[config.mk]
export PLATFORM = sky130hd
export DESIGN_NAME = dlp_regs
export DESIGN_NICKNAME = d
export VERILOG_FILES = /design/src/logic/dlp_pkg.sv /design/src/logic/dlp_path_mux.sv /design/src/logic/dlp_range_decode.sv /design/src/logic/dlp_regs.sv
export SDC_FILE = /design/constraint.sdc
export NUM_CORES = 1
export LEC_CHECK = 0
export CAP_MARGIN = 20
export CORE_MARGIN = 4
export CORE_UTILIZATION = 50
export CTS_CLUSTER_DIAMETER = 60
export DETAILED_ROUTE_END_ITERATION = 7
export DONT_BUFFER_PORTS = 1
export SYNTH_ARGS = -nofsm -noshare
export SYNTH_HDL_FRONTEND = slang
export SYNTH_SLANG_ARGS = --single-unit
[constraint.sdc]
create_clock -name sys_clk_i -period 3.5 [get_ports sys_clk_i]
set_input_delay 1.05 -clock sys_clk_i [delete_from_list [all_inputs] [get_ports sys_clk_i]]
set_output_delay 1.05 -clock sys_clk_i [all_outputs]
set_load 0.005 [all_outputs]
[src/logic/dlp_pkg.sv]
package dlp_pkg;

    // ************************************************************
    // Register byte addresses
    // ************************************************************
    localparam logic [7:0] ROW_ONE_INDEX_ADDR   = 8'h81;   // First table row index
    localparam logic [7:0] ROW_TWO_INDEX_ADDR   = 8'h82;   // Second table row index
    localparam logic [7:0] DAC_ONE_DIRECT_ADDR  = 8'h83;   // First DAC direct value
    localparam logic [7:0] DAC_TWO_DIRECT_ADDR  = 8'h84;   // Second DAC direct value
    localparam logic [7:0] PATH_SELECT_ADDR     = 8'h85;   // Select and range bits
    localparam logic [7:0] WRITE_LATCH_ADDR     = 8'h86;   // Write enable latch
    localparam logic [7:0] CONVERTER_STAT_ADDR  = 8'h87;   // Converter result
    localparam logic [7:0] RESERVED_LO_ADDR     = 8'h88;   // Reserved window start
    localparam logic [7:0] RESERVED_HI_ADDR     = 8'h8F;   // Reserved window end

    // ************************************************************
    // Table base addresses
    // ************************************************************
    localparam logic [7:0] TABLE_ONE_BASE       = 8'h90;   // First table base
    localparam logic [7:0] TABLE_TWO_BASE       = 8'hD0;   // Second table base

    // ************************************************************
    // Field positions in the select and latch registers
    // ************************************************************
    localparam int SEL_DAC_TWO_BIT   = 7;                  // Second DAC bypass
    localparam int SEL_TABLE_TWO_BIT = 6;                  // Second table index select
    localparam int SEL_DAC_ONE_BIT   = 5;                  // First DAC bypass
    localparam int SEL_TABLE_ONE_BIT = 4;                  // First table index select
    localparam int RANGE_TWO_LSB     = 2;                  // Second range code low bit
    localparam int RANGE_ONE_LSB     = 0;                  // First range code low bit
    localparam int LATCH_BIT         = 7;                  // Write permit position

    // ************************************************************
    // Reset values and latch command bytes
    // ************************************************************
    localparam logic [7:0] SELECT_RESET     = 8'h00;       // All defaults
    localparam logic [7:0] BYTE_RESET       = 8'h00;       // Plain byte reset
    localparam logic [7:0] LATCH_SET_BYTE   = 8'h80;       // Sets the latch
    localparam logic [7:0] LATCH_CLEAR_BYTE = 8'h00;       // Clears the latch

    // ************************************************************
    // Full scale range decode
    // ************************************************************
    typedef enum logic [1:0] {
        DLP_RANGE_EXTERNAL,                                // Set by resistor
        DLP_RANGE_LOW,                                     // Low internal
        DLP_RANGE_MIDDLE,                                  // Middle internal
        DLP_RANGE_HIGH                                     // High internal
    } dlp_range_type;

    // Row byte address from base and six bit index
    function automatic logic [7:0] dlp_row_addr(input logic [7:0] base,
                                                input logic [5:0] index);
        dlp_row_addr = base + {2'h0, index};
    endfunction : dlp_row_addr

endpackage : dlp_pkg

[src/logic/dlp_path_mux.sv]
`timescale 1ns/1ns
`default_nettype none
module dlp_path_mux (
    // Clock and reset
    input  wire logic       sys_clk_i,
    input  wire logic       rst_i,
    // Select bits
    input  wire logic       table_index_select_i,
    input  wire logic       dac_bypass_select_i,
    // Row and value sources
    input  wire logic [7:0] table_base_i,
    input  wire logic [5:0] table_row_index_i,
    input  wire logic [7:0] converter_result_i,
    input  wire logic [7:0] dac_direct_byte_i,
    input  wire logic [7:0] table_row_data_i,
    // Outputs
    output logic      [7:0] row_addr_o,
    output logic      [7:0] dac_code_o
);
    // ************************************************************
    // Row choice and DAC input choice
    // ************************************************************
    wire logic [5:0] row_pick;       // Chosen six bit row
    wire logic [7:0] next_dac_code;  // Chosen DAC byte
    // Row from converter top bits or from the direct index
    assign row_pick = table_index_select_i ? table_row_index_i
                                           : converter_result_i[7:2];
    // Table row byte unless bypassed by the direct byte
    assign next_dac_code = dac_bypass_select_i ? dac_direct_byte_i : table_row_data_i;
    // Register both outputs
    always_ff @(posedge sys_clk_i) begin
        if (rst_i) begin
            row_addr_o <= dlp_pkg::BYTE_RESET;
            dac_code_o <= dlp_pkg::BYTE_RESET;
        end else begin
            row_addr_o <= dlp_pkg::dlp_row_addr(table_base_i, row_pick);
            dac_code_o <= next_dac_code;
        end
    end
endmodule : dlp_path_mux
`default_nettype wire

[src/logic/dlp_range_decode.sv]
`timescale 1ns/1ns
`default_nettype none
module dlp_range_decode (
    // Code in
    input  wire logic [1:0]            code_i,
    // Decoded range
    output var  dlp_pkg::dlp_range_type range_o,
    output logic                       external_o
);
    // ************************************************************
    // Decode
    // ************************************************************
    // Each code maps to one range choice
    always_comb begin
        unique case (code_i)
            2'h0: range_o = dlp_pkg::DLP_RANGE_EXTERNAL;
            2'h1: range_o = dlp_pkg::DLP_RANGE_LOW;
            2'h2: range_o = dlp_pkg::DLP_RANGE_MIDDLE;
            2'h3: range_o = dlp_pkg::DLP_RANGE_HIGH;
        endcase
    end
    // Only the zero code uses the external resistor
    assign external_o = (code_i == 2'h0);
endmodule : dlp_range_decode
`default_nettype wire

[src/logic/dlp_regs.sv]
// What this block does
// - Stores second DAC direct byte, passes retention flag through
// - Second bypass picks direct byte, else row
// - Select register holds bypass, index, ranges
// - First range code decodes four ranges
// - Second range code decodes identically
// - Direction bits set sign independently
// - First row from converter or index
// - Second row from converter or index
// - First bypass picks direct byte, else row
// - Latch register holds write permit bit
// - Addresses 88h to 8Fh reserved, unmapped
// - Row address equals base plus index
// - Writes without latch refused except to the latch register, no acknowledge
// - Set and clear bytes drive latch
// - Status returns converter result, top bits index
`timescale 1ns/1ns
`default_nettype none
module dlp_regs (
    // Clock and reset
    input  wire logic       sys_clk_i,
    input  wire logic       rst_i,
    // Byte access from the serial bus engine
    input  wire logic [7:0] reg_addr_i,
    input  wire logic       reg_write_i,
    input  wire logic [7:0] reg_wdata_i,
    input  wire logic       reg_read_i,
    output logic      [7:0] reg_rdata_o,
    output logic            reg_ack_o,
    output logic            reg_nack_o,
    // Retention and direction from the first control register
    input  wire logic       control_bytes_retention_i,
    input  wire logic       first_output_direction_i,
    input  wire logic       second_output_direction_i,
    // Row index bytes from the first and second row registers
    input  wire logic [5:0] first_table_row_index_i,
    input  wire logic [5:0] second_table_row_index_i,
    // Converter and table data
    input  wire logic [7:0] converter_result_bits_i,
    input  wire logic [7:0] first_table_data_i,
    input  wire logic [7:0] second_table_data_i,
    // Path outputs
    output logic      [7:0] first_table_addr_o,
    output logic      [7:0] second_table_addr_o,
    output logic      [7:0] first_dac_code_o,
    output logic      [7:0] second_dac_code_o,
    output var  dlp_pkg::dlp_range_type first_range_o,
    output var  dlp_pkg::dlp_range_type second_range_o,
    output logic            first_external_o,
    output logic            second_external_o,
    output logic            first_output_sink_o,
    output logic            second_output_sink_o,
    output logic            direct_bytes_retained_o,
    output logic            write_permit_latch_o
);
    // ************************************************************
    // Storage
    // ************************************************************
    logic [7:0] dac_one_direct_value;    // First DAC direct byte
    logic [7:0] dac_two_direct_value;    // Second DAC direct byte
    logic [7:0] path_select_and_range;   // Select and range bits
    logic       write_permit_latch;      // Write permit
    logic [7:0] converter_output_status; // Sampled converter result

    // ************************************************************
    // Decode
    // ************************************************************
    wire logic hit_one    = (reg_addr_i == dlp_pkg::DAC_ONE_DIRECT_ADDR);
    wire logic hit_two    = (reg_addr_i == dlp_pkg::DAC_TWO_DIRECT_ADDR);
    wire logic hit_select = (reg_addr_i == dlp_pkg::PATH_SELECT_ADDR);
    wire logic hit_latch  = (reg_addr_i == dlp_pkg::WRITE_LATCH_ADDR);
    wire logic hit_status = (reg_addr_i == dlp_pkg::CONVERTER_STAT_ADDR);
    // Reserved window holds nothing
    wire logic hit_rsvd   = (reg_addr_i >= dlp_pkg::RESERVED_LO_ADDR) &&
                            (reg_addr_i <= dlp_pkg::RESERVED_HI_ADDR);
    // Latch register itself is writable while the latch is clear
    wire logic wr_allowed = write_permit_latch || hit_latch;
    wire logic wr_take    = reg_write_i && wr_allowed && !hit_rsvd && !hit_status;
    wire logic latch_cmd  = (reg_wdata_i == dlp_pkg::LATCH_SET_BYTE) ||
                            (reg_wdata_i == dlp_pkg::LATCH_CLEAR_BYTE);
    wire logic [7:0] next_rdata;

    // ************************************************************
    // Register writes
    // ************************************************************
    // Store direct bytes and select bits on an allowed write
    always_ff @(posedge sys_clk_i) begin
        if (rst_i) begin
            dac_one_direct_value  <= dlp_pkg::BYTE_RESET;
            dac_two_direct_value  <= dlp_pkg::BYTE_RESET;
            path_select_and_range <= dlp_pkg::SELECT_RESET;
        end else if (wr_take) begin
            if (hit_one) begin
                dac_one_direct_value <= reg_wdata_i;
            end
            if (hit_two) begin
                dac_two_direct_value <= reg_wdata_i;
            end
            if (hit_select) begin
                path_select_and_range <= reg_wdata_i;
            end
        end
    end
    // Latch powers up clear and follows the two command bytes
    always_ff @(posedge sys_clk_i) begin
        if (rst_i) begin
            write_permit_latch <= 1'b0;
        end else if (wr_take && hit_latch && latch_cmd) begin
            write_permit_latch <= reg_wdata_i[dlp_pkg::LATCH_BIT];
        end
    end
    // Converter result sampled every cycle
    always_ff @(posedge sys_clk_i) begin
        if (rst_i) begin
            converter_output_status <= dlp_pkg::BYTE_RESET;
        end else begin
            converter_output_status <= converter_result_bits_i;
        end
    end

    // ************************************************************
    // Read back and acknowledge
    // ************************************************************
    assign next_rdata = hit_one    ? dac_one_direct_value :
                        hit_two    ? dac_two_direct_value :
                        hit_select ? path_select_and_range :
                        hit_latch  ? {write_permit_latch, 7'h00} :
                        hit_status ? converter_output_status :
                                     dlp_pkg::BYTE_RESET;
    // Answer one cycle after each access
    always_ff @(posedge sys_clk_i) begin
        if (rst_i) begin
            reg_rdata_o <= dlp_pkg::BYTE_RESET;
            reg_ack_o   <= 1'b0;
            reg_nack_o  <= 1'b0;
        end else begin
            reg_rdata_o <= reg_read_i ? next_rdata : reg_rdata_o;
            reg_ack_o   <= reg_read_i || wr_take;
            reg_nack_o  <= reg_write_i && !wr_take;
        end
    end

    // ************************************************************
    // Path selection
    // ************************************************************
    dlp_path_mux u_path_one (
        .sys_clk_i            (sys_clk_i),
        .rst_i                (rst_i),
        .table_index_select_i (path_select_and_range[dlp_pkg::SEL_TABLE_ONE_BIT]),
        .dac_bypass_select_i  (path_select_and_range[dlp_pkg::SEL_DAC_ONE_BIT]),
        .table_base_i         (dlp_pkg::TABLE_ONE_BASE),
        .table_row_index_i    (first_table_row_index_i),
        .converter_result_i   (converter_output_status),
        .dac_direct_byte_i    (dac_one_direct_value),
        .table_row_data_i     (first_table_data_i),
        .row_addr_o           (first_table_addr_o),
        .dac_code_o           (first_dac_code_o)
    );
    dlp_path_mux u_path_two (
        .sys_clk_i            (sys_clk_i),
        .rst_i                (rst_i),
        .table_index_select_i (path_select_and_range[dlp_pkg::SEL_TABLE_TWO_BIT]),
        .dac_bypass_select_i  (path_select_and_range[dlp_pkg::SEL_DAC_TWO_BIT]),
        .table_base_i         (dlp_pkg::TABLE_TWO_BASE),
        .table_row_index_i    (second_table_row_index_i),
        .converter_result_i   (converter_output_status),
        .dac_direct_byte_i    (dac_two_direct_value),
        .table_row_data_i     (second_table_data_i),
        .row_addr_o           (second_table_addr_o),
        .dac_code_o           (second_dac_code_o)
    );

    // ************************************************************
    // Range decode and direction
    // ************************************************************
    dlp_range_decode u_range_one (
        .code_i     (path_select_and_range[dlp_pkg::RANGE_ONE_LSB +: 2]),
        .range_o    (first_range_o),
        .external_o (first_external_o)
    );
    dlp_range_decode u_range_two (
        .code_i     (path_select_and_range[dlp_pkg::RANGE_TWO_LSB +: 2]),
        .range_o    (second_range_o),
        .external_o (second_external_o)
    );
    // Sign comes only from direction bits
    assign first_output_sink_o     = first_output_direction_i;
    assign second_output_sink_o    = second_output_direction_i;
    assign direct_bytes_retained_o = control_bytes_retention_i;
    assign write_permit_latch_o    = write_permit_latch;
endmodule : dlp_regs
`default_nettype wire

* Word-level counts from Yosys, hierarchy flattened
Cells that the tools add are included. W data, S select, Z words.
Word-level totals: bits in latches 0, output and inout port bits 52, bits in read-only memories 0, register bits after elaboration 75, memory bits (writable) 0, memories 0
Cells by class: reduce and logical (&&, ||, !) cells 19, $mul 0, div/mod/pow operators 0, shifts and indexed selects 0, magnitude comparators 2, equal/unequal tests 12, bitwise operators 0, add/subtract/negate cells 2, muxes and demuxes 11
Operator list (count):
- $mux W8 | 7
- $eq A8 B8 Y1 const B | 6
- $pmux W2 S4 | 2
- $mux W6 | 2
- $add A7 B7 Y8 const A | 1
- $add A8 B6 Y8 const A | 1
- $eq A2 B2 Y1 const B | 4
- $ge A8 B8 Y1 const B | 1
- $le A8 B8 Y1 const B | 1
- $logic_not A8 Y1 | 1
- $logic_and A1 B1 Y1 | 7
- $reduce_and A2 Y1 | 3
- $eq A2 B1 Y1 const B | 2
- $logic_not A2 Y1 | 2
- $logic_not A1 Y1 | 3
- $logic_or A1 B1 Y1 | 3

* Logic depth before layout (Yosys ltp)
Gate-level depths: netlist (run 1).
depth after elaboration 7, depth in mapped cells 6, mapped depth without buffers 4

* Modules after synthesis
Synthesis (run 1) repeated with hierarchy kept, for this count alone.
Unflattened totals: cells, all modules 367, area, all modules 3577.2 sq um
By module, submodules not included:
- dlp_regs | seq. area each 860.8 sq um, area each 1828.0 sq um, cells each 187, times used 1
- dlp_path_mux | seq. area each 320.3 sq um, area each 863.3 sq um, cells each 87, times used 2
- dlp_range_decode | seq. area each 0.0 sq um, area each 11.3 sq um, cells each 3, times used 2

* Worst setup path after synthesis (run 1)
Ideal clock, no wire load.
path kind input port to flip-flop, start input reg_addr_i[4], end register path_select_and_range[1], cell stages on the path 5, path buffers 1, data arrival time 2578 ps, slack 790 ps, path through or4b_4 > buf_6 > nor4_4 > mux2i_1 > nor2_2
Between the ends: longest elaborated chain between the ends 6, elaborated cells on any way between the ends 13, those cells by class order compare (2); eq/ne (3); reduce/logical (8)
Ends and longest elaborated chain:
- from (decl) | line dlp_regs.sv:24 | input wire logic [7:0] reg_addr_i,
- $ge A8 B8 Y1 (tied with other cells) | line dlp_regs.sv:74 | wire logic hit_rsvd = (reg_addr_i >= dlp_pkg::RESERVED_LO_ADDR) &&
- $logic_and A1 B1 Y1 / $logic_or A1 B1 Y1 (equally long branches) | line dlp_regs.sv:74, dlp_regs.sv:77
- $logic_not A1 Y1 / $logic_and A1 B1 Y1 (equally long branches) | line dlp_regs.sv:78 | wire logic wr_take = reg_write_i && wr_allowed && !hit_rsvd && !hit_status;
- $logic_and A1 B1 Y1 (2 in series) | line dlp_regs.sv:78
- $reduce_and A2 Y1 (no line) (*)
- to (signal assigned) | line dlp_regs.sv:91 | path_select_and_range <= dlp_pkg::SELECT_RESET;
- to (signal assigned) | line dlp_regs.sv:100 | path_select_and_range <= reg_wdata_i;
- to (decl) | line dlp_regs.sv:61 | logic [7:0] path_select_and_range;
Every way passes the cells marked *; elsewhere a longest branch is shown, timed or not. A chain may end at the register's enable or synchronous reset.

* Worst setup path in the final report (run 1)
start input reg_addr_i[4], end register path_select_and_range[6]
Same word-level chain as after synthesis.

==> results_dict.tcl, run 1 <==
set metrics [dict create \
    grt_overflow_total 0 \
    dp_hpwl_um 4970 \
    antenna_cells 0 \
    die_area_um2 7380 \
    multiInputGateArea_um2 1380 \
    clkPwrFrac_pct 43.6 \
    synth_top_area_share_pct 48.8 \
    grt_pass1_wl_um 10900 \
    core-area_um2 5920 \
    cts_tree "done" \
    synth_area_per_cell_um2 9.88 \
    route.detailed.drc 0 \
    ir_worst_vdd_uv 347 \
    crit_required_ns 3.74 \
    gp_congestion 0.794 \
    p_int_mw 1.32 \
    combPwrFrac_pct 3.4 \
    synth-main-ff-cell "dfxtp_1" \
    track_usage_pct 19.5 \
    die_h_um 85.9 \
    numCtsBuffers 9 \
    tightest_slew_ns 0.824 \
    clock_sinks 74 \
    avgRoutedWirePerCell_um 19.0 \
    drive_above_1_share_pct 13.6 \
    path_class "input pin to flop" \
    via_per_inst 5.65 \
    hold_class "flop to flop" \
    power.density_nw_per_um2 519 \
    setup_tns_ns 0 \
    dpl-instance-area_um2 3000 \
    fin_crit_sh_pct 72.4 \
    synth_cell_types 39 \
    fmaxAchievable_ghz 0.395 \
    grt_pass1_vias 1970 \
    finalClockSkew_ns 0.0104 \
    met3_usage_pct 6.72 \
    design_area_um2 3220 \
    relSlewSlack_pct 44.6 \
    p_total_mw 1.67 \
    postCtsSetupRepairBufs 0 \
    final_common_cell "dfxtp_1" \
    syn_area_um2 3030 \
    layout_common_cells "dfxtp_1, mux2i_1, nor2_1" \
    crit_buf_inv 0 \
    clkTransAtPathRegs_ns 0.08 \
    drv_cap 0 \
    synthTopCellsByArea "dfxtp_1, mux2i_1, nor2_1, nor2_2, nor2b_1" \
    p_sw_mw 0.353 \
    dp.cells 353 \
    clockBufferDepth 2 \
    drt_iter0_markers 127 \
    finalCriticalPeriod_ns 2.53 \
    startpoint_type "input pin" \
    crit_path_max_fanout 8 \
    whs_ns 0.505 \
    synth_edf_count 0 \
    ctsResizeCount 0 \
    seqCellArea_um2 1480 \
    grt_max_degree 69 \
    dieWidth_um 85.9 \
    synthArstFlopShare_pct 0 \
    slowest_delay_ns 0.77 \
    antenna_found_initial 0 \
    yosysWarningCount 0 \
    met2_usage_pct 29.2 \
    start_util_pct 51.2 \
    firstDrtPassIters 4 \
    swShare_pct 21.1 \
    synth_fp_nets 368 \
    p_seq_share_pct 53.0 \
    status "finished clean" \
    slew_viol_final 0 \
    hold_viol 0 \
    io_buffer_count 0 \
    p_leak_nw 1.11 \
    htree_levels 3 \
    arrival_ns 2.77 \
    rsz0062_at_grt "no" \
    postCtsHoldBufs 0 \
    ys_seq_area_share_pct 48.8 \
    ios 111 \
    ys_seq_elements 74 \
    drtAntennaViolNets 0 \
    nNetsFinal 350 \
    timing.final.ws_setup_ns 0.966 \
    clk_latency_ns 0.34 \
    cp_top_family "simple AND/OR/NAND/NOR gates" \
    crit_chain "or4b_4, nor4_4, mux2i_1, nor2_2" \
    routed_wl_um 7020 \
    met1_usage_pct 25.2 \
    vias 2084 \
    ctsRootBufferMaster "clkbuf_8" \
    fillerInstances 569 \
    yosysTopAreaCell "dfxtp_1" \
    crit_slowest_cell "nor4_4" \
    syn2layout_area_growth_pct 6.02 \
    layout.cells.non_filler 369 \
    synthCells 307 \
    dp_slack_ns 0.614 \
    grt_most_used_layer "met2" \
    row_count 28 \
    end_kind "flop" \
    final_util_pct 54.3 \
    setup_viol 0 \
]
==> worst paths after layout <==
kind / slack (ns) / cells after the start / endpoint / startpoint
hold / removal: 0.51 / 2 / reg_rdata_o[2] / reg_rdata_o[2]
setup reg to reg: 1.67 / 4 / path_select_and_range[6] / write_permit_latch_o
setup / recovery: 0.97 / 4 / path_select_and_range[6] / reg_addr_i[4]
hold reg to reg: 0.51 / 2 / reg_rdata_o[2] / reg_rdata_o[2]
==> area by class of cell <==
type,instances,area share [%]
flip-flops and latches,74,46.1
inverters,10,1.17
multi-input cells,193,42.8
repair buffers,1,0.233
clock inverters,5,2.41
well taps,75,2.92
clock buffers,11,4.40
==> synthesized netlist by cell type, drive strengths merged, types with 4 or more instances <==
| library cell | instances |
|---|---|
| o21ai | 7 |
| nand2 | 6 |
| nor2b | 13 |
| a21oi | 10 |
| mux2i | 49 |
| clkbuf | 18 |
| a31oi | 6 |
| o22ai | 4 |
| nor2 | 58 |
| a311oi | 4 |
| buf | 12 |
| inv | 9 |
| a211oi | 4 |
| dfxtp | 74 |
| nor4 | 8 |
==> registers in the layout, indices dropped and copies added (netlist names), 7 cells and up <==
| register | count |
|---|---|
| dac_one_direct_value | 8 |
| u_path_two.dac_code_o | 8 |
| dac_two_direct_value | 8 |
| path_select_and_range | 8 |
| u_path_one.dac_code_o | 8 |
| converter_output_status | 8 |
| u_path_two.row_addr_o | 7 |
| reg_rdata_o | 8 |
| u_path_one.row_addr_o | 8 |
==> power by group through the flow <==
stage	Combinational (mW)	Clock [mW]	Sequential (mW)
2_1_floorplan	0.0738	0	0.900
3_3_place_gp	0.0552	0	0.906
3_5_place_dp	0.0567	0	0.906
4_1_cts	0.0569	0.747	0.886
5_1_grt	0.0652	0.784	0.888
6_report	0.0565	0.728	0.885
==> cells by family after synthesis <==
group           share of synthesized area (%)
simple gates                             18.1
buf+inv                                  5.77
compound gates                           8.87
fa+ha+maj                               0.825
mux                                      17.6
flops                                    48.8
==> layer usage <==
metal | part of all wire [%] | up-vias
li1 | - | 1017
met4 | 2.3 | 0
met3 | 8.6 | 11
met5 | 0 | -
met1 | 44 | 970
met2 | 46 | 86
==> worst reg2reg max path, delay by kind of cell, from the launching register on <==
family	cells	cell delay (ns)
flops	1	0.43
simple gates	3	1.00
mux	1	0.31
Note: power is estimated with default switching activity, not from simulation.
==> run 2: changes to the inputs <==
--- a/config.mk
+++ b/config.mk
@@ -5,6 +5,7 @@
 export SDC_FILE = /design/constraint.sdc
 export NUM_CORES = 1
 export LEC_CHECK = 0
+export ABC_AREA = 1
 export CAP_MARGIN = 20
 export CORE_MARGIN = 4
 export CORE_UTILIZATION = 50
==> constraint.sdc (replaced) <==
create_clock -name sys_clk_i -period 2.5 [get_ports sys_clk_i]
set_input_delay 0.75 -clock sys_clk_i [delete_from_list [all_inputs] [get_ports sys_clk_i]]
set_output_delay 0.75 -clock sys_clk_i [all_outputs]
set_load 0.005 [all_outputs]
==> run 2 against run 1 <==
Net effect:
- via count up 24%
- critical endpoint is now dac_one_direct_value[0]
- count of clock-buffer cells in the layout did not move
- critical path type unchanged
- critical path depth is 5 higher
- sequential power is 39% higher
- area after synthesis increased by 4.2%
- cell area grew 6.3%
- power is 53% higher
- routed wire length up 11%
- worst hold slack got worse by 0.046 ns
- clock power is 68% higher
- clock skew fell by 0.0073 ns
- die area rose by 3.8%
- largest cell class unchanged
==> results_dict.tcl, run 2 <==
set metrics [dict create \
    status "finished clean" \
    die_h_um 87.5 \
    postCtsHoldBufs 0 \
    arrival_ns 2.13 \
    clockBufferDepth 2 \
    clk_latency_ns 0.35 \
    syn_area_um2 3160 \
    grt_pass1_wl_um 12100 \
    hold_viol 0 \
    fmaxAchievable_ghz 0.531 \
    grt_overflow_total 0 \
    synth-main-ff-cell "dfxtp_1" \
    ys_seq_area_share_pct 46.9 \
    cts_tree "done" \
    clock_sinks 74 \
    final_common_cell "nor2_1" \
    end_kind "flop" \
    crit_required_ns 2.75 \
    layout_common_cells "nor2_1, nand2_1, dfxtp_1" \
    postCtsSetupRepairBufs 0 \
    synth_top_family_by_area "simple AND/OR/NAND/NOR gates" \
    synth_area_per_cell_um2 7.27 \
    synthCells 435 \
    synth_top_area_share_pct 46.9 \
    synthMuxAreaShare_pct 0 \
    synthTopCellsByArea "dfxtp_1, nor2_1, nand2_1, nand3_1, o21ai_0" \
    ys_seq_elements 74 \
    synth_compound_area_share_pct 6.41 \
    fin_crit_sh_pct 75.4 \
    core-area_um2 6030 \
    p_leak_nw 1.48 \
    drv_cap 0 \
    startpoint_type "input pin" \
    timing.final.ws_setup_ns 0.615 \
    whs_endpoint "converter_output_status[4]" \
    regToRegSetupSlack_ns 1.04 \
    path_class "input pin to flop" \
    slew_viol_final 0 \
    hold_path_depth 1 \
    syn2layout_area_growth_pct 8.19 \
    synth_fa_ha_area_share_pct 0.791 \
    relSlewSlack_pct 68.8 \
    hold_class "input pin to flop" \
    setup_viol 0 \
    start_util_pct 52.5 \
    hp-start "rst_i" \
    synth_fp_nets 496 \
    via_per_inst 5.12 \
    firstDrtPassIters 4 \
    r2r-start "write_permit_latch_o" \
    synth_common_cells "nor2_1, nand2_1, dfxtp_1" \
    rsz0062_at_grt "no" \
    dp_hpwl_um 5800 \
    yosysTopAreaCell "dfxtp_1" \
    grt_pass1_vias 2469 \
    numCtsBuffers 9 \
    ir_worst_vdd_uv 523 \
    avgRoutedWirePerCell_um 15.4 \
    drive_above_1_share_pct 12.1 \
    dp_slack_ns 0.270 \
    synth_edf_count 0 \
    drtAntennaViolNets 0 \
    power.density_nw_per_um2 746 \
    gp_congestion 0.877 \
    die_area_um2 7660 \
    yosysMostFrequentCell "nor2_1" \
    dieWidth_um 87.5 \
    ctsRootBufferMaster "clkbuf_8" \
    synth_xor_area_share_pct 0 \
    synthArstFlopShare_pct 0 \
    r2r_end "dac_one_direct_value[0]" \
    setup_tns_ns 0 \
    antenna_found_initial 0 \
    clkTransAtPathRegs_ns 0.08 \
    grt_max_degree 39 \
    crit_path_max_fanout 24 \
    nNetsFinal 484 \
    route.detailed.drc 0 \
    reg2reg_depth 7 \
    routed_wl_um 7760 \
    yosysWarningCount 0 \
    antenna_cells 0 \
    synthSimpleGateAreaFrac_pct 37.2 \
    ctsResizeCount 0 \
    tightest_slew_ns 0.464 \
    row_count 28 \
    vias 2575 \
    finalCriticalPeriod_ns 1.88 \
    htree_levels 3 \
    synth_cell_types 29 \
    track_usage_pct 20.8 \
    drt_iter0_markers 183 \
    finalClockSkew_ns 0.00309 \
    ios 111 \
    io_buffer_count 0 \
    fillerInstances 607 \
]
[run 2: cell types whose count changed after synthesis, sizes merged, moves of 6 or more]
| cell | before | now |
|---|---|---|
| mux2i | 49 | 0 |
| nand3 | 0 | 35 |
| nor4 | 8 | 1 |
| nor2b | 13 | 0 |
| inv | 9 | 34 |
| o21ai | 7 | 30 |
| nand2 | 6 | 83 |
| a31oi | 6 | 0 |
| nor2 | 58 | 125 |
| nand4 | 1 | 8 |
[run 2: metrics by stage]
stage               cells  hold WS (ns)  utilization, %  instance area (um2)  total power, mW
global placement      487         0.478            52.3                 3150             1.36
detailed placement    487         0.479            52.3                 3150             1.36
CTS                   503         0.446            56.8                 3420             2.58
floorplan             435         0.462               -                 3160             1.34
finish                503         0.459            56.8                 3420             2.55
global route          503         0.455            56.8                 3420             2.65
[run 2: worst max-delay path, stage by stage]
cell and delay (ns):
inv_1 0.04, nand2_2 0.08, nor2_8 0.20, buf_4 0.28, nand2_2 0.13, nor2_4 0.40, nand2_1 0.10, nand2_1 0.10
nor2_2 0.03
[run 2: worst max path at each step]
stage / slack, ns / startpoint / to / cells after the start
after floorplan: 0.59 / reg_addr_i[6] / dac_one_direct_value[6] / 11
after global placement: 0.32 / reg_addr_i[6] / dac_one_direct_value[0] / 9
after CTS: 0.63 / reg_addr_i[6] / dac_one_direct_value[0] / 9
after global routing: 0.48 / reg_addr_i[5] / dac_one_direct_value[0] / 9
after detailed placement: 0.27 / reg_addr_i[6] / dac_one_direct_value[0] / 9
final: 0.62 / reg_addr_i[6] / dac_one_direct_value[0] / 9
[run 2: cells by family (layout without fill, tap and decap cells)]
logic type | after synthesis | in the layout
AOI/OAI and AO/OA | 40 | 40
adders and majority gates | 2 | 2
buffers and inverters | 62 | 55
DFF | 74 | 74
and+or+nand+nor | 257 | 257
[run 2: report_power, final]
group	switching, mW	internal, mW	leakage [nW]
combinational	0.0634	0.0325	0.743
clock	0.434	0.790	0.134
sequential	0.0196	1.21	0.606
[run 2: per-layer routing]
metal / routed length, um / global-route usage (%) / part of all wire (%) / vias up
li1: - / - / - / 1328
met1: 3310 / 25.2 / 43 / 1152
met2: 3660 / 34.8 / 47 / 83
met3: 675 / 4.64 / 8.7 / 12
met4: 122 / 10.0 / 1.6 / 0
met5: 0 / 0 / 0 / -
[run 2: final cells by class]
type	count	area, um2	area share (%)
flip-flops and latches	74	1480	43.3
multi-input cells	299	1410	41.1
clock buffers	11	141	4.13
inverters	35	131	3.84
clock inverters	5	125	3.66
well taps	75	93.8	2.74
repair buffers	4	42.5	1.24
==> run 3: changes to the inputs <==
==> constraint.sdc (replaced) <==
create_clock -name sys_clk_i -period 1.9 [get_ports sys_clk_i]
set_input_delay 0.57 -clock sys_clk_i [delete_from_list [all_inputs] [get_ports sys_clk_i]]
set_output_delay 0.57 -clock sys_clk_i [all_outputs]
set_load 0.005 [all_outputs]
==> run 3 against run 2 <==
Net effect:
- clock skew rose by 0.0052 ns
- critical path depth fell by 8
- first-iteration DRC count fell by 6.6%
- register-to-register slack got worse by 0.52 ns
- core utilization rose by 1.1 points
- power rose by 26%
- worst hold slack got worse by 0.18 ns
- sequential power rose by 32%
- via count rose by 2.8%
- largest cell class unchanged
- largest power group unchanged
==> results_dict.tcl, run 3 (synthesis results as in run 2) <==
set metrics [dict create \
    postCtsHoldBufs 0 \
    finalClockSkew_ns 0.00832 \
    setup_tns_ns 0 \
    grt_pass1_wl_um 12200 \
    p_sw_mw 0.708 \
    htree_levels 3 \
    postCtsSetupRepairBufs 0 \
    crit_buf_inv 0 \
    hold_viol 0 \
    core-area_um2 6030 \
    tightest_slew_ns 0.367 \
    final_common_cell "nor2_1" \
    setup_viol 0 \
    multiInputGateArea_um2 1410 \
    r2r-start "write_permit_latch_o" \
    crit_chain "nor2_1" \
    p_total_mw 3.22 \
    gp_congestion 0.789 \
    syn2layout_area_growth_pct 10.4 \
    track_usage_pct 21.0 \
    ctsRootBufferMaster "clkbuf_8" \
    p_int_mw 2.52 \
    crit_path_end "first_external_o" \
    fin_crit_sh_pct 77.4 \
    numCtsBuffers 9 \
    route.detailed.drc 0 \
    clock_sinks 74 \
    dieWidth_um 87.5 \
    die_area_um2 7660 \
    grt_max_degree 41 \
    crit_required_ns 1.33 \
    antenna_found_initial 0 \
    status "finished clean" \
    avgRoutedWirePerCell_um 15.4 \
    row_count 28 \
    startpoint_type "flop" \
    hold_path_depth 1 \
    crit_path_max_fanout 4 \
    ctsResizeCount 0 \
    slew_viol_final 0 \
    cts_tree "done" \
    hold_class "input pin to flop" \
    cp_top_family "flip-flops" \
    startpoint "path_select_and_range[0]" \
    drive_above_1_share_pct 14.0 \
    power.density_nw_per_um2 924 \
    start_util_pct 52.5 \
    p_seq_share_pct 50.3 \
    swShare_pct 22.0 \
    clkTransAtPathRegs_ns 0.08 \
    nNetsFinal 493 \
    grt_pass1_vias 2445 \
    rsz0062_at_grt "no" \
    firstDrtPassIters 4 \
    p_leak_nw 1.52 \
    path_class "flop to primary output" \
    slowest_delay_ns 0.45 \
    drtAntennaViolNets 0 \
    crit_cells 1 \
    layout_common_cells "nor2_1, nand2_1, dfxtp_1" \
    relSlewSlack_pct 75.5 \
    regToRegSetupSlack_ns 0.52 \
    finalCriticalPeriod_ns 1.47 \
    clk_latency_ns 0.35 \
    drv_cap 0 \
    fillerInstances 600 \
    ios 111 \
    vias 2647 \
    via_per_inst 5.17 \
    arrival_ns 0.90 \
    antenna_cells 0 \
    clkPwrFrac_pct 45.8 \
    crit_slowest_cell "dfxtp_1" \
    dp_hpwl_um 5920 \
    drt_iter0_markers 171 \
    seqCellArea_um2 1480 \
    reg2reg_depth 7 \
    routed_wl_um 7910 \
    end_kind "primary output" \
    r2r_end "dac_two_direct_value[7]" \
    ir_worst_vdd_uv 645 \
    combPwrFrac_pct 3.9 \
    io_buffer_count 0 \
    grt_overflow_total 0 \
    clockBufferDepth 2 \
    die_h_um 87.5 \
    fmaxAchievable_ghz 0.680 \
]
==> run 3: stage by stage <==
step / utilization, % / instance area (um2) / hold WS, ns / setup WS, ns / instances
3_5_place_dp: 53.9 / 3250 / 0.479 / 0.0639 / 496
3_3_place_gp: 53.9 / 3250 / 0.476 / 0.123 / 496
6_report: 57.9 / 3490 / 0.281 / 0.429 / 512
5_1_grt: 57.9 / 3490 / 0.265 / 0.336 / 512
2_1_floorplan: - / 3160 / 0.462 / 0.170 / 435
4_1_cts: 57.9 / 3490 / 0.265 / 0.411 / 512
==> run 3: worst min-delay path by stage <==
stage / startpoint / to / slack [ns]
4_1_cts: rst_i / reg_rdata_o[0] / 0.27
3_3_place_gp: reg_rdata_o[6] / reg_rdata_o[6] / 0.48
6_report: rst_i / reg_rdata_o[0] / 0.28
5_1_grt: rst_i / reg_rdata_o[3] / 0.26
2_1_floorplan: reg_rdata_o[0] / reg_rdata_o[0] / 0.46
3_5_place_dp: reg_rdata_o[0] / reg_rdata_o[0] / 0.48
==> run 3: area by class of cell <==
class	instances	area share (%)
Clock buffer	10	3.66
Clock inverter	6	3.30
Inverter	35	3.76
Multi-Input combinational cell	299	40.3
Sequential cell	74	42.5
Tap cell	75	2.69
Timing Repair Buffer	13	3.87
==> run 3: metal layers <==
| layer | global-route usage (%) | up-vias | wire (um) |
|---|---|---|---|
| met5 | 0 | - | 0 |
| li1 | - | 1344 | - |
| met1 | 26.0 | 1209 | 3370 |
| met4 | 8.93 | 0 | 113 |
| met3 | 6.05 | 10 | 632 |
| met2 | 34.0 | 84 | 3790 |
==> run 3: power groups by stage <==
stage	Combinational [mW]	Sequential [mW]	Clock, mW
CTS	0.129	1.62	1.50
floorplan	0.116	1.65	0
global placement	0.128	1.66	0
global route	0.149	1.63	1.58
finish	0.127	1.62	1.48
detailed placement	0.129	1.66	0
==> run 3: worst reg2reg max path: cells and delay by family, from the launching register on <==
family	cells	cell delay, ns
buffers and inverters	2	0.27
flip-flops	1	0.41
AND/OR/NAND/NOR	5	0.65
